===== src/design/e3_tx_ovh_regs.vh =====
/*
  Constants for the E3 G.832 transmit frame generator and error inserter:
  register offsets, field positions, reset values and frame geometry.
  Assumes inclusion by bare name from the design files and the bench top.
*/
`ifndef E3_TX_OVH_REGS_VH
`define E3_TX_OVH_REGS_VH

// ==========================================================
// Register offsets (byte addresses on APB)
`define OFS_CTRL 8'h00
`define OFS_MA 8'h04
`define OFS_NRGC 8'h08
`define OFS_ERR 8'h0c
`define OFS_STAT 8'h10

// ==========================================================
// Control register fields
`define CTRL_GEN_EN 0
`define CTRL_RDI_LO 1
`define CTRL_RDI_HI 2
`define CTRL_RDI_LOS 3
`define CTRL_RDI_LOF 4
`define CTRL_RDI_AIS 5
`define CTRL_REI_AUTO 6
`define CTRL_REI_VAL 7
`define CTRL_MF_GEN 8
`define CTRL_NR_LO 9
`define CTRL_NR_HI 10
`define CTRL_GC_HDLC 11
`define CTRL_W 12
`define CTRL_RST 12'h001

// RDI source and NR source codes
`define RDI_AUTO 2'h0
`define RDI_ONE 2'h1
`define RDI_ZERO 2'h2
`define NR_REG 2'h0
`define NR_FEAC 2'h1
`define NR_HDLC 2'h2

// ==========================================================
// Maintenance byte register: [2:0] payload, [5:3] direct, [9:6] timing
`define MA_W 10
`define MA_RST 10'h000
`define NRGC_RST 16'h0000

// ==========================================================
// Error insertion register fields
`define ERR_FA_EN 0
`define ERR_FA_WORD 1
`define ERR_FA_FOUR 2
`define ERR_BIP_EN 3
`define ERR_BIP_BYTE 4
`define ERR_BIP_CONT 5
`define ERR_REI_EN 6
`define ERR_REI_CONT 7
`define ERR_SRC_PIN 8
`define ERR_SW_REQ 9
`define ERR_W 9
`define ERR_RST 9'h000

// ==========================================================
// Frame geometry and overhead values
`define FRAME_BYTES 10'd531
`define POS_FA1 10'd0
`define POS_FA2 10'd1
`define POS_EM 10'd59
`define POS_TR 10'd118
`define POS_MA 10'd177
`define POS_NR 10'd236
`define POS_GC 10'd295
`define FA1_VAL 8'hf6
`define FA2_VAL 8'h28
`define FA1_ERR 8'h09
`define FA2_ERR 8'hd7
`define FA_ERR_BIT 8'h01
`define BIP_ERR_BIT 8'h01
`define FA_FOUR_CNT 3'h4
`define FA_ONE_CNT 3'h1

`endif


===== src/design/pin_sync3.v =====
/*
  Three-stage synchroniser for an asynchronous pin with a rising-edge
  pulse. Assumes a single clock and an active-low asynchronous reset.
*/
`timescale 1ns/100ps

module pin_sync3 (
  input wire clock,
  input wire rst_n,
  input wire pin,
  output reg rise_r
);

  reg s1_r;
  reg s2_r;
  reg s3_r;
  reg level_r;

  // ==========================================================
  // Sync chain; level changes only when stages two and three agree
  always @(posedge clock or negedge rst_n) begin
    if (!rst_n) begin
      s1_r <= 1'b0;
      s2_r <= 1'b0;
      s3_r <= 1'b0;
      level_r <= 1'b0;
      rise_r <= 1'b0;
    end else begin
      s1_r <= pin;
      s2_r <= s1_r;
      s3_r <= s2_r;
      if (s2_r == s3_r) begin
        level_r <= s3_r;
      end
      rise_r <= (s2_r == s3_r) & s3_r & ~level_r;
    end
  end

endmodule // pin_sync3


===== src/design/err_pending.v =====
/*
  One-deep pending flag for a single error insertion request.
  Assumes set and consume come from logic on the same clock.
*/
`timescale 1ns/100ps

module err_pending (
  input wire clock,
  input wire rst_n,
  input wire set,
  input wire consume,
  output reg pend_r
);

  // ==========================================================
  // Set wins over consume; repeated sets do not queue
  always @(posedge clock or negedge rst_n) begin
    if (!rst_n) begin
      pend_r <= 1'b0;
    end else begin
      pend_r <= set | (pend_r & ~consume);
    end
  end

endmodule // err_pending


===== src/design/e3_tx_ovh_gen.v =====
/*
  G.832 E3 transmit frame generator and overhead error inserter with an
  APB register slave. Assumes a byte stream with a start-of-frame flag,
  alarm and parity inputs from the receive side on the same clock, and
  the fully processed downstream stream fed back for EM parity.
*/
`timescale 1ns/100ps
`include "e3_tx_ovh_regs.vh"

// Overview of operation
// - FA1/FA2 set to F6h and 28h
// - EM carries BIP-8 of previous final frame
// - TR byte from trail trace input
// - MA built from RDI, REI, type, multiframe
// - RDI auto, forced one or forced zero
// - LOS, LOF, AIS each enable auto RDI
// - REI from register or previous-frame parity
// - Payload type into MA bits 3-5
// - Last MA bits direct or generated
// - Generated phase counts, timing bits MSB first
// - NR from register, FEAC or HDLC
// - HDLC delivers one byte per frame
// - GC from register or HDLC
// - Generation off passes stream unchanged but for inserted errors
// - Framing bit error or 09h/D7h word
// - Framing errors single or four frames
// - EM one bit or all bits inverted
// - REI error forces MA bit two
// - Separate enables; EM and REI single or continuous modes
// - Request from register bit or pin
// - Generation, then errors, then downstream
module e3_tx_ovh_gen (
  input wire clock,
  input wire rst_n,
  input wire [7:0] paddr,
  input wire psel,
  input wire penable,
  input wire pwrite,
  input wire [31:0] pwdata,
  output reg [31:0] prdata_r,
  output reg pready_r,
  output reg pslverr_r,
  input wire [7:0] in_data,
  input wire in_valid,
  input wire in_sof,
  output reg [7:0] out_data_r,
  output reg out_valid_r,
  output reg out_sof_r,
  input wire [7:0] final_data,
  input wire final_valid,
  input wire final_sof,
  input wire [7:0] trail_trace_byte,
  input wire [7:0] feac_byte,
  input wire [7:0] hdlc_byte,
  output reg hdlc_read_r,
  input wire rx_los,
  input wire rx_lof,
  input wire rx_ais,
  input wire rx_parity_err,
  input wire manual_error_insert_input
);

  // ==========================================================
  // Registers and state
  reg [`CTRL_W-1:0] ctrl_r;
  reg [`MA_W-1:0] tx_maint_byte_register;
  reg [15:0] nrgc_r;
  reg [`ERR_W-1:0] err_r;
  reg sw_error_insert_request;
  reg [9:0] pos_r;
  reg [7:0] bip_acc_r;
  reg [7:0] em_r;
  reg [1:0] mf_phase_r;
  reg rei_acc_r;
  reg rei_prev_r;
  reg [7:0] hdlc_hold_r;
  reg [2:0] fa_cnt_r;

  wire pin_rise;
  wire fa_pend;
  wire bip_pend;
  wire rei_pend;

  // ==========================================================
  // APB decode
  wire apb_setup = psel & ~penable;
  wire apb_write = psel & penable & pready_r & pwrite;
  wire hit_ctrl = (paddr == `OFS_CTRL);
  wire hit_ma = (paddr == `OFS_MA);
  wire hit_nrgc = (paddr == `OFS_NRGC);
  wire hit_err = (paddr == `OFS_ERR);
  wire hit_stat = (paddr == `OFS_STAT);
  wire hit_any = hit_ctrl | hit_ma | hit_nrgc | hit_err | hit_stat;

  // Control fields
  wire gen_en = ctrl_r[`CTRL_GEN_EN];
  wire [1:0] rdi_mode = ctrl_r[`CTRL_RDI_HI:`CTRL_RDI_LO];
  wire [1:0] nr_src = ctrl_r[`CTRL_NR_HI:`CTRL_NR_LO];
  wire gc_hdlc = ctrl_r[`CTRL_GC_HDLC];
  wire [2:0] payload_type = tx_maint_byte_register[2:0];
  wire [2:0] mf_direct = tx_maint_byte_register[5:3];
  wire timing_source_bit0 = tx_maint_byte_register[6];
  wire timing_source_bit1 = tx_maint_byte_register[7];
  wire timing_source_bit2 = tx_maint_byte_register[8];
  wire timing_source_bit3 = tx_maint_byte_register[9];

  // ==========================================================
  // Frame position of the incoming byte
  wire [9:0] cur_pos = in_sof ? `POS_FA1 : pos_r;
  wire at_fa1 = in_valid & (cur_pos == `POS_FA1);
  wire at_fa2 = in_valid & (cur_pos == `POS_FA2);
  wire at_em = in_valid & (cur_pos == `POS_EM);
  wire at_tr = in_valid & (cur_pos == `POS_TR);
  wire at_ma = in_valid & (cur_pos == `POS_MA);
  wire at_nr = in_valid & (cur_pos == `POS_NR);
  wire at_gc = in_valid & (cur_pos == `POS_GC);
  wire frame_start = in_valid & in_sof;

  // ==========================================================
  // Request source and pending flags
  // register bit or pin
  wire err_req = err_r[`ERR_SRC_PIN] ? pin_rise : sw_error_insert_request;
  wire fa_en = err_r[`ERR_FA_EN];
  wire bip_en = err_r[`ERR_BIP_EN];
  wire rei_en = err_r[`ERR_REI_EN];
  wire bip_cont = err_r[`ERR_BIP_CONT];
  wire rei_cont = err_r[`ERR_REI_CONT];

  wire fa_load = at_fa1 & fa_en & fa_pend & (fa_cnt_r == 3'h0);
  wire fa_hit = fa_en & ((fa_cnt_r != 3'h0) | fa_load);
  wire bip_hit = bip_en & (bip_cont | bip_pend);
  wire rei_hit = rei_en & (rei_cont | rei_pend);

  // Pin request edge
  pin_sync3 u_pin_sync (
    .clock(clock),
    .rst_n(rst_n),
    .pin(manual_error_insert_input),
    .rise_r(pin_rise)
  );

  err_pending u_fa_pend (
    .clock(clock),
    .rst_n(rst_n),
    .set(err_req & fa_en),
    .consume(fa_load),
    .pend_r(fa_pend)
  );

  err_pending u_bip_pend (
    .clock(clock),
    .rst_n(rst_n),
    .set(err_req & bip_en & ~bip_cont),
    .consume(at_em & ~bip_cont),
    .pend_r(bip_pend)
  );

  err_pending u_rei_pend (
    .clock(clock),
    .rst_n(rst_n),
    .set(err_req & rei_en & ~rei_cont),
    .consume(at_ma & ~rei_cont),
    .pend_r(rei_pend)
  );

  // ==========================================================
  // MA byte assembly
  reg rdi_bit;
  reg rei_bit;
  reg ts_bit;
  reg [2:0] mf_bits;
  wire alarm_any = (rx_los & ctrl_r[`CTRL_RDI_LOS]) | (rx_lof & ctrl_r[`CTRL_RDI_LOF])
                 | (rx_ais & ctrl_r[`CTRL_RDI_AIS]);

  always @* begin
    case (rdi_mode)
      `RDI_AUTO: rdi_bit = alarm_any;
      `RDI_ONE: rdi_bit = 1'b1;
      `RDI_ZERO: rdi_bit = 1'b0;
      default: rdi_bit = 1'b0;
    endcase
    rei_bit = ctrl_r[`CTRL_REI_AUTO] ? rei_prev_r : ctrl_r[`CTRL_REI_VAL];
    case (mf_phase_r)
      2'h0: ts_bit = timing_source_bit3;
      2'h1: ts_bit = timing_source_bit2;
      2'h2: ts_bit = timing_source_bit1;
      2'h3: ts_bit = timing_source_bit0;
      default: ts_bit = 1'b0;
    endcase
    mf_bits = ctrl_r[`CTRL_MF_GEN] ? {mf_phase_r, ts_bit} : mf_direct;
  end

  wire [7:0] ma_byte = {rdi_bit, rei_bit, payload_type, mf_bits};

  // ==========================================================
  // Stage one: frame generation
  reg [7:0] gen_byte;
  reg [7:0] nr_byte;

  always @* begin
    case (nr_src)
      `NR_REG: nr_byte = nrgc_r[7:0];
      `NR_FEAC: nr_byte = feac_byte;
      `NR_HDLC: nr_byte = hdlc_byte;
      default: nr_byte = nrgc_r[7:0];
    endcase
    gen_byte = in_data;
    if (gen_en) begin
      if (at_fa1) begin
        gen_byte = `FA1_VAL;
      end else if (at_fa2) begin
        gen_byte = `FA2_VAL;
      end else if (at_em) begin
        gen_byte = em_r;
      end else if (at_tr) begin
        gen_byte = trail_trace_byte;
      end else if (at_ma) begin
        gen_byte = ma_byte;
      end else if (at_nr) begin
        gen_byte = nr_byte;
      end else if (at_gc) begin
        gen_byte = gc_hdlc ? hdlc_hold_r : nrgc_r[15:8];
      end
    end
  end

  // ==========================================================
  // Stage two: error insertion on the generated byte
  reg [7:0] err_byte;

  always @* begin
    err_byte = gen_byte;
    if (fa_hit & (at_fa1 | at_fa2)) begin
      if (err_r[`ERR_FA_WORD]) begin
        err_byte = at_fa1 ? `FA1_ERR : `FA2_ERR;
      end else if (at_fa1) begin
        err_byte = gen_byte ^ `FA_ERR_BIT;
      end
    end
    if (bip_hit & at_em) begin
      err_byte = gen_byte ^ (err_r[`ERR_BIP_BYTE] ? 8'hff : `BIP_ERR_BIT);
    end
    if (rei_hit & at_ma) begin
      err_byte = gen_byte | 8'h40;
    end
  end

  // ==========================================================
  // Output register and frame counters
  always @(posedge clock or negedge rst_n) begin
    if (!rst_n) begin
      out_data_r <= 8'h00;
      out_valid_r <= 1'b0;
      out_sof_r <= 1'b0;
      pos_r <= 10'h000;
      mf_phase_r <= 2'h0;
      fa_cnt_r <= 3'h0;
    end else begin
      out_data_r <= in_valid ? err_byte : out_data_r;
      out_valid_r <= in_valid;
      out_sof_r <= frame_start;
      if (in_valid) begin
        pos_r <= (cur_pos == `FRAME_BYTES - 10'd1) ? 10'h000 : cur_pos + 10'd1;
      end
      if (at_ma) begin
        mf_phase_r <= mf_phase_r + 2'h1;
      end
      if (fa_load) begin
        fa_cnt_r <= err_r[`ERR_FA_FOUR] ? `FA_FOUR_CNT : `FA_ONE_CNT;
      end else if (at_fa2 & (fa_cnt_r != 3'h0)) begin
        fa_cnt_r <= fa_cnt_r - 3'h1;
      end
    end
  end

  // ==========================================================
  // BIP-8 over the final stream and REI accumulation
  always @(posedge clock or negedge rst_n) begin
    if (!rst_n) begin
      bip_acc_r <= 8'h00;
      em_r <= 8'h00;
      rei_acc_r <= 1'b0;
      rei_prev_r <= 1'b0;
    end else begin
      if (final_valid & final_sof) begin
        em_r <= bip_acc_r;
        bip_acc_r <= final_data;
      end else if (final_valid) begin
        bip_acc_r <= bip_acc_r ^ final_data;
      end
      if (frame_start) begin
        rei_prev_r <= rei_acc_r | rx_parity_err;
        rei_acc_r <= 1'b0;
      end else begin
        rei_acc_r <= rei_acc_r | rx_parity_err;
      end
    end
  end

  // ==========================================================
  // HDLC byte taken once per frame
  always @(posedge clock or negedge rst_n) begin
    if (!rst_n) begin
      hdlc_read_r <= 1'b0;
      hdlc_hold_r <= 8'h00;
    end else begin
      hdlc_read_r <= at_nr & gen_en & (gc_hdlc | (nr_src == `NR_HDLC));
      if (at_nr) begin
        hdlc_hold_r <= hdlc_byte;
      end
    end
  end

  // ==========================================================
  // APB register writes
  always @(posedge clock or negedge rst_n) begin
    if (!rst_n) begin
      ctrl_r <= `CTRL_RST;
      tx_maint_byte_register <= `MA_RST;
      nrgc_r <= `NRGC_RST;
      err_r <= `ERR_RST;
      sw_error_insert_request <= 1'b0;
    end else begin
      sw_error_insert_request <= apb_write & hit_err & pwdata[`ERR_SW_REQ];
      if (apb_write & hit_ctrl) begin
        ctrl_r <= pwdata[`CTRL_W-1:0];
      end
      if (apb_write & hit_ma) begin
        tx_maint_byte_register <= pwdata[`MA_W-1:0];
      end
      if (apb_write & hit_nrgc) begin
        nrgc_r <= pwdata[15:0];
      end
      if (apb_write & hit_err) begin
        err_r <= pwdata[`ERR_W-1:0];
      end
    end
  end

  // ==========================================================
  // APB read data and response, one wait-free access phase
  reg [31:0] rd_mux;

  always @* begin
    rd_mux = 32'h00000000;
    if (hit_ctrl) begin
      rd_mux = {20'h00000, ctrl_r};
    end else if (hit_ma) begin
      rd_mux = {22'h000000, tx_maint_byte_register};
    end else if (hit_nrgc) begin
      rd_mux = {16'h0000, nrgc_r};
    end else if (hit_err) begin
      rd_mux = {23'h000000, err_r};
    end else if (hit_stat) begin
      rd_mux = {18'h00000, rdi_bit, rei_pend, bip_pend, fa_pend, mf_phase_r, em_r};
    end
  end

  always @(posedge clock or negedge rst_n) begin
    if (!rst_n) begin
      prdata_r <= 32'h00000000;
      pready_r <= 1'b0;
      pslverr_r <= 1'b0;
    end else begin
      pready_r <= apb_setup;
      pslverr_r <= apb_setup & ~hit_any;
      if (apb_setup) begin
        prdata_r <= pwrite ? 32'h00000000 : rd_mux;
      end
    end
  end

endmodule // e3_tx_ovh_gen


===== config.mk =====
export PLATFORM = sky130hd
export DESIGN_NAME = e3_tx_ovh_gen
export DESIGN_NICKNAME = d
export VERILOG_FILES = /design/src/design/pin_sync3.v /design/src/design/err_pending.v /design/src/design/e3_tx_ovh_gen.v
export VERILOG_INCLUDE_DIRS = /design/src /design/src/design
export SDC_FILE = /design/constraint.sdc
export NUM_CORES = 1
export LEC_CHECK = 0
export BUFFER_PORTS_ARGS = -buffer_cell sky130_fd_sc_hd__buf_2
export CORE_UTILIZATION = 36
export CTS_BUF_LIST = sky130_fd_sc_hd__clkbuf_4
export DETAILED_ROUTE_END_ITERATION = 8
export MAX_ROUTING_LAYER = met4
export PLACE_DENSITY_LB_ADDON = 0.08
export REMOVE_ABC_BUFFERS = 1
export SETUP_SLACK_MARGIN = 0.5
export SLEW_MARGIN = 20
export SYNTH_ARGS = -nofsm -noshare
export SYNTH_HDL_FRONTEND = slang
export SYNTH_SLANG_ARGS = --single-unit
export TNS_END_PERCENT = 100

===== constraint.sdc =====
create_clock -name clock -period 2 [get_ports clock]
set_input_delay 0.3 -clock clock [delete_from_list [all_inputs] [get_ports clock]]
set_output_delay 0.3 -clock clock [all_outputs]
set_load 0.01 [all_outputs]

==> results of run 1 <==
cells by family after synthesis:
logic type,after synthesis,share of synthesized area (%)
AND/OR/NAND/NOR,254,18.98
AO/OA/AOI/OAI,203,18.25
flip-flops,126,43.99
buffers and inverters,83,5.828
multiplexers,69,10.59
adder cells (fa/ha/maj),9,1.570
XOR/XNOR,6,0.7329
other,1,0.05230
cells in the final DEF, fill, tap and decap left out, types with 7 or more instances in the layout:
cell type / instances
sky130_fd_sc_hd__nand2_4: 7
sky130_fd_sc_hd__a32o_1: 9
sky130_fd_sc_hd__nor2b_1: 7
sky130_fd_sc_hd__nand4_1: 11
sky130_fd_sc_hd__a21oi_1: 25
sky130_fd_sc_hd__mux2_2: 13
sky130_fd_sc_hd__inv_1: 21
sky130_fd_sc_hd__buf_2: 104
sky130_fd_sc_hd__nor2_2: 10
sky130_fd_sc_hd__nand2b_1: 16
sky130_fd_sc_hd__ha_1: 9
sky130_fd_sc_hd__buf_6: 46
sky130_fd_sc_hd__nor2_4: 7
sky130_fd_sc_hd__nand2_1: 50
sky130_fd_sc_hd__nor3_4: 10
sky130_fd_sc_hd__o21ai_1: 31
sky130_fd_sc_hd__o21ai_0: 26
sky130_fd_sc_hd__mux2i_1: 14
sky130_fd_sc_hd__mux2_4: 42
sky130_fd_sc_hd__conb_1: 16
sky130_fd_sc_hd__nor3_1: 9
sky130_fd_sc_hd__nor2_1: 37
sky130_fd_sc_hd__dlygate4sd3_1: 27
sky130_fd_sc_hd__o21ai_2: 14
sky130_fd_sc_hd__buf_4: 119
sky130_fd_sc_hd__nand2_2: 22
sky130_fd_sc_hd__clkbuf_4: 17
sky130_fd_sc_hd__a21oi_2: 17
sky130_fd_sc_hd__a22oi_1: 11
sky130_fd_sc_hd__dfrtp_1: 119
per-layer routing:
layer	GRT usage (%)	share of wire [%]	vias up
met4	6.395	1.6	0
li1	-	-	3277
met3	4.393	5.3	27
met5	-	0	-
met1	37.52	46	3543
met2	42.44	47	212
worst max-delay path: stages, from the launching register on:
cell and delay [ps]:
sky130_fd_sc_hd__dfrtp_2 480, sky130_fd_sc_hd__buf_4 160, sky130_fd_sc_hd__nor4b_4 320, sky130_fd_sc_hd__and4_4 320, sky130_fd_sc_hd__a21oi_1 50, sky130_fd_sc_hd__a22o_1 230
sky130_fd_sc_hd__o2111a_1 250, sky130_fd_sc_hd__or2_1 230, sky130_fd_sc_hd__a211oi_2 170
registers in the layout (all words and copies together), names as in the netlist, 2 cells and up:
register                cells
bip_acc_r                   8
ctrl_r                     12
em_r                        8
err_r                       9
fa_cnt_r                    3
hdlc_hold_r                 8
mf_phase_r                  2
nrgc_r                     16
out_data_r                  8
pos_r                      10
prdata_r                   16
tx_maint_byte_register     10
power by group through the flow:
stage | Sequential [mW] | Clock, mW | Combinational [mW]
2_1_floorplan | 2.83 | 0 | 0.400
3_3_place_gp | 2.88 | 0 | 0.901
3_5_place_dp | 2.89 | 0 | 0.913
4_1_cts | 2.84 | 2.02 | 1.09
5_1_grt | 2.87 | 2.12 | 1.32
6_report | 2.85 | 1.96 | 1.22
final timing paths:
path                                              to
max in group asynchronous     ctrl_r[11]$_DFFE_PN0P_
setup reg to reg           out_data_r[0]$_DFFE_PN0P_
hold reg to reg            u_pin_sync.s2_r$_DFF_PN0_
setup / recovery           out_data_r[0]$_DFFE_PN0P_
min in group asynchronous       pos_r[8]$_DFFE_PN0P_
hold / removal              bip_acc_r[5]$_DFFE_PN0P_
repair_timing:
item,CTS,global route
pin swaps,52,73
buffers inserted,19,20
hold buffers,26,1
endpoints found under the hold margin,77,1
cloned,3,1
setup endpoints to repair,91,98
gates resized for setup,214,140
area by class of cell:
cell class | count | area [um^2]
Antenna cell | 2 | 5.005
Clock buffer | 17 | 127.6
Clock inverter | 15 | 175.2
Fill cell | 1781 | 8489
Inverter | 22 | 82.58
Multi-Input combinational cell | 557 | 4725
Sequential cell | 126 | 3162
Tap cell | 265 | 331.6
Timing Repair Buffer | 305 | 2365
==> results.ini, run 1 <==
[worst_setup_path]
type_of_the_setup_path_with_the_least_slack=flip-flop to flip-flop
worst_setup_path_startpoint=pos_r[6]$_DFFE_PN0P_
ff2ff_setup_slack_ps=-280
sort_of_element_at_the_start_of_the_critical_path=flip-flop
rr_worst_depth=8
regToRegStartpoint=pos_r[6]$_DFFE_PN0P_
worstSetupEndpointType=flip-flop
cp.required_ps=2490
arrival_ps=2770
critPathMaxFanout=6

[synthesis]
syn_avg_cell_area_um2=9.548
cell_area_synth_mm2=0.007171
post-synth-top-area-fraction_pct=43.62
ys_top_cells_by_area=sky130_fd_sc_hd__dfrtp_1, sky130_fd_sc_hd__mux2_2, sky130_fd_sc_hd__o21ai_0
synthArstFlopShare_pct=100.0
synthCells=751
synth-seq-cells=126
synth_most_common_cell=sky130_fd_sc_hd__dfrtp_1
seq_area_frac_synth_pct=43.99
synth_largest_area_cell=sky130_fd_sc_hd__dfrtp_1
synthFlopType=sky130_fd_sc_hd__dfrtp_1
synth.yosys.warnings=0
ys_top_cells_by_count=sky130_fd_sc_hd__dfrtp_1, sky130_fd_sc_hd__nand2_1, sky130_fd_sc_hd__o21ai_0
yosysUniqueCellTypes=82
synth_edf_count=0

[power]
vdd_drop_max_uv=472.3
switchingPower_mw=1.954
sequential_fraction_of_design_power_pct=47.3
powerDensity_mw_per_mm2=549.0
power.share.switching_pct=32.43
power.internal_mw=4.070
leakage_power_nw=4.939
power_frac_comb_pct=20.2
total_power_mw=6.024
clock_power_share_pct=32.5

[finish]
syn_to_final_growth_pct=53.03
stdcell_count=1309
fin_area_mm2=0.01097
design.final.nets=1132
finalCoreUtilization_pct=56.38
drive_above_1_share_pct=51.92

[drt]
postRouteAntennaNets=0
avgViaCountPerCell=5.393
first_iter_violations=433
drc_violations_left=0
detail_route.first_pass.iterations=6
avgRoutedWirePerCell_um=20.51
total_via_count_in_the_routed_design=7059
finalWirelength_um=26850

[run_status]
failed_checks=setup timing
run_status=finished, violations left

[sta]
final_critical_path_setup_slack_ps=-277.9
hold_viol=0
period_share_pct=113.9
final_layout_setup_total_negative_slack_ps=-2286
fin_worst_hold_slack_ps=41.78
worst-slew-pin-transition_ps=717.9
slew-limit-headroom_pct=51.64
unrepaired_setup_endpoints_after_global_routing=yes
fmax_ghz=0.4390
skew_ps=26.54
timing_max_transition_violations_final=0
timing.final.setup_violations=18
timing.final.crit_period_ps=2278

[worst_hold_path]
depth_of_the_worst_hold_timing_path=2
hold_class=input port to flip-flop
worstHoldStart=final_data[5]

[global_routing]
number_of_global_route_vias_before_repair=7020
global_route_wire_length_before_repair_um=40320
number_of_antenna_violations_at_the_first_check_in_global_routing=1
maximum_number_of_pins_on_one_net_before_global_route_repair=51
grtUsageTotal_pct=27.45
globalRoute.totalOverflow=0

[clock_network]
maximum_buffer_depth_of_the_clock_tree=2
clock_sinks=126
insertion_delay_ps=560
cts-root-buf=sky130_fd_sc_hd__clkbuf_4
cts_htree_levels=4
tritoncts_clock_tree=built
cts-buffers-inserted=17
clk_pin_slew_worst_paths_ps=140

[placed_design]
dpl_worst_slack_ps=-346.8
io_buffer_count=106
place.detailed.instances=1205
dp_hpwl_um=19410
placed_cell_area_mm2=0.008753
finalWeightedCongestion=0.9683

[floorplan]
top_level_ports=139
core_footprint_mm2=0.01946
floorplan.rows=51
initial_core_util_pct=36.84
die_area_mm2=0.02049
vertical_die_dimension_um=143.1
die_x_um=143.1

[job]
max_cap_viol_count=0

Note: power is estimated with default switching activity, not from simulation.
==> run 2, diff against run 1 <==
--- a/config.mk
+++ b/config.mk
@@ -7,6 +7,7 @@
 export NUM_CORES = 1
 export LEC_CHECK = 0
 export BUFFER_PORTS_ARGS = -buffer_cell sky130_fd_sc_hd__buf_2
+export CORE_ASPECT_RATIO = 0.75
 export CORE_UTILIZATION = 36
 export CTS_BUF_LIST = sky130_fd_sc_hd__clkbuf_4
 export DETAILED_ROUTE_END_ITERATION = 8
==> constraint.sdc (replaced) <==
create_clock -name clock -period 2 [get_ports clock]
set_input_delay 0.1 -clock clock [delete_from_list [all_inputs] [get_ports clock]]
set_output_delay 0.1 -clock clock [all_outputs]
set_load 0.01 [all_outputs]
==> run 2 against run 1 <==
Effect of this change: the run still ends with setup timing left; setup slack worse by 50 ps; maximum frequency fell by 2.2%; die area hardly changed; global-route usage rose by 1.1 points; critical endpoint unchanged; highest routed layer unchanged.
==> results.ini, run 2 (synthesized netlist as in run 1, its figures left out) <==
[run_status]
run_status=finished, violations left
failed_checks=setup timing

[global_routing]
maximum_number_of_pins_on_one_net_before_global_route_repair=63
number_of_antenna_violations_at_the_first_check_in_global_routing=2
number_of_global_route_vias_before_repair=7049
globalRoute.totalOverflow=0
global_route_wire_length_before_repair_um=41690
grtUsageTotal_pct=28.56

[floorplan]
core_footprint_mm2=0.01943
floorplan.rows=44
die_x_um=165.0
initial_core_util_pct=36.90
die_area_mm2=0.02049
vertical_die_dimension_um=124.2
top_level_ports=139

[finish]
layout.cells.most_common=sky130_fd_sc_hd__buf_4
largest_registers=nrgc_r: 16 flops, prdata_r: 16 flops, ctrl_r: 12 flops
drive_above_1_share_pct=43.69
syn_to_final_growth_pct=49.19
stdcell_count=1317
most-common-layout-cells=sky130_fd_sc_hd__buf_4, sky130_fd_sc_hd__dfrtp_1, sky130_fd_sc_hd__buf_2
fillerInstances=1792
design.final.nets=1152

[worst_setup_path]
type_of_the_setup_path_with_the_least_slack=flip-flop to flip-flop
arrival_ps=2790
cp.required_ps=2470
crit-reg2reg-capture=out_data_r[0]$_DFFE_PN0P_
rr_worst_depth=10
regToRegStartpoint=pos_r[9]$_DFFE_PN0P_
sort_of_element_at_the_start_of_the_critical_path=flip-flop
ff2ff_setup_slack_ps=-330
worstSetupEndpointType=flip-flop
worst_setup_path_startpoint=pos_r[9]$_DFFE_PN0P_
critPathMaxFanout=5

[drt]
avgViaCountPerCell=5.465
detail_route.first_pass.iterations=5
drc_violations_left=0
postRouteAntennaNets=0
avgRoutedWirePerCell_um=21.00
total_via_count_in_the_routed_design=7197
finalWirelength_um=27650
first_iter_violations=525

[sta]
worst-slew-pin-transition_ps=545.5
timing.final.setup_violations=16
timing_max_transition_violations_final=0
skew_ps=25.16
fin_worst_hold_slack_ps=63.98
period_share_pct=116.4
slew-limit-headroom_pct=63.64
timing.final.crit_period_ps=2328
unrepaired_setup_endpoints_after_global_routing=yes
fmax_ghz=0.4295
final_critical_path_setup_slack_ps=-328.2
hold_viol=0

[placed_design]
dp_hpwl_um=20510
io_buffer_count=106
finalWeightedCongestion=1.046
dpl_worst_slack_ps=-611.1
place.detailed.instances=1208

[power]
vdd_drop_max_uv=428.8
powerDensity_mw_per_mm2=554.7
leakage_power_nw=4.913
total_power_mw=5.934

[worst_hold_path]
hold_path_end=pos_r[7]$_DFFE_PN0P_
hold_class=input port to flip-flop
worstHoldStart=in_sof
depth_of_the_worst_hold_timing_path=3

[clock_network]
tritoncts_clock_tree=built
cts-root-buf=sky130_fd_sc_hd__clkbuf_4
cts_htree_levels=4
clk_pin_slew_worst_paths_ps=140
maximum_buffer_depth_of_the_clock_tree=2
clock_sinks=126
insertion_delay_ps=550
cts-buffers-inserted=17

[job]
max_cap_viol_count=0

-- run 2: cell count changes in the layout (fill, tap and decap cells not counted), sizes merged --
| cell | change |
|---|---|
| buf | -2 |
| dlygate4sd3 | +23 |
| clkinv | +2 |
| inv | -3 |
-- run 2: power breakdown --
part | leakage (nW) | switching [mW] | internal [mW]
registers | 1.63 | 0.169 | 2.68
logic | 3.13 | 0.594 | 0.593
clock network | 0.154 | 1.11 | 0.780
-- run 2: per-layer routing --
metal	routed length (um)	part of all wire [%]	global-route usage [%]
met5	0	0	-
met4	377	1.4	6.746
met3	2121	7.7	6.517
met2	11390	41	38.46
met1	13760	50	42.73
-- run 2: critical path: stages (launching register included) --
cell and delay, ps:
sky130_fd_sc_hd__dfrtp_2 490, sky130_fd_sc_hd__buf_12 130, sky130_fd_sc_hd__nor4_4 40, sky130_fd_sc_hd__buf_4 160
sky130_fd_sc_hd__a41o_1 270, sky130_fd_sc_hd__a211oi_1 320, sky130_fd_sc_hd__buf_4 190, sky130_fd_sc_hd__o21ai_0 60
sky130_fd_sc_hd__and2_1 170, sky130_fd_sc_hd__or2_0 240, sky130_fd_sc_hd__a211oi_2 180
-- run 2: worst max-delay path by stage --
stage                                           end  slack (ps)
after global routing      out_data_r[7]$_DFFE_PN0P_        -390
final                     out_data_r[0]$_DFFE_PN0P_        -330
after global placement    out_data_r[7]$_DFFE_PN0P_        -620
after floorplan           out_data_r[0]$_DFFE_PN0P_        -900
after CTS                 out_data_r[7]$_DFFE_PN0P_        -270
after detailed placement  out_data_r[7]$_DFFE_PN0P_        -610
-- run 2: layout make-up --
cell class	count	area (um^2)	share of cell area (%)
antenna	2	5.005	0.04678
clock buffer	18	135.1	1.263
clock inverter	14	156.4	1.462
inverter	22	86.33	0.8070
multi-input combinational	557	4302	40.21
sequential	126	3167	29.60
tap	253	316.6	2.959
timing repair buffer	325	2530	23.65
-- run 2: what timing repair did --
action | CTS | global route
setup endpoints to repair | 79 | 90
pin swaps | 19 | 23
hold buffers | 50 | 0
gates cloned | 1 | 0
hold endpoints to repair | 203 | 0
resized for setup | 157 | 52
setup buffers | 18 | 6
-- run 2: through the flow --
step,area (um^2),util (%),TNS [ps]
after floorplan,6892,-,-15290
after global placement,8897,45.78,-10160
after detailed placement,8897,45.78,-12040
after CTS,10460,53.81,-3262
after global routing,10700,55.05,-5147
final,10700,55.05,-4177
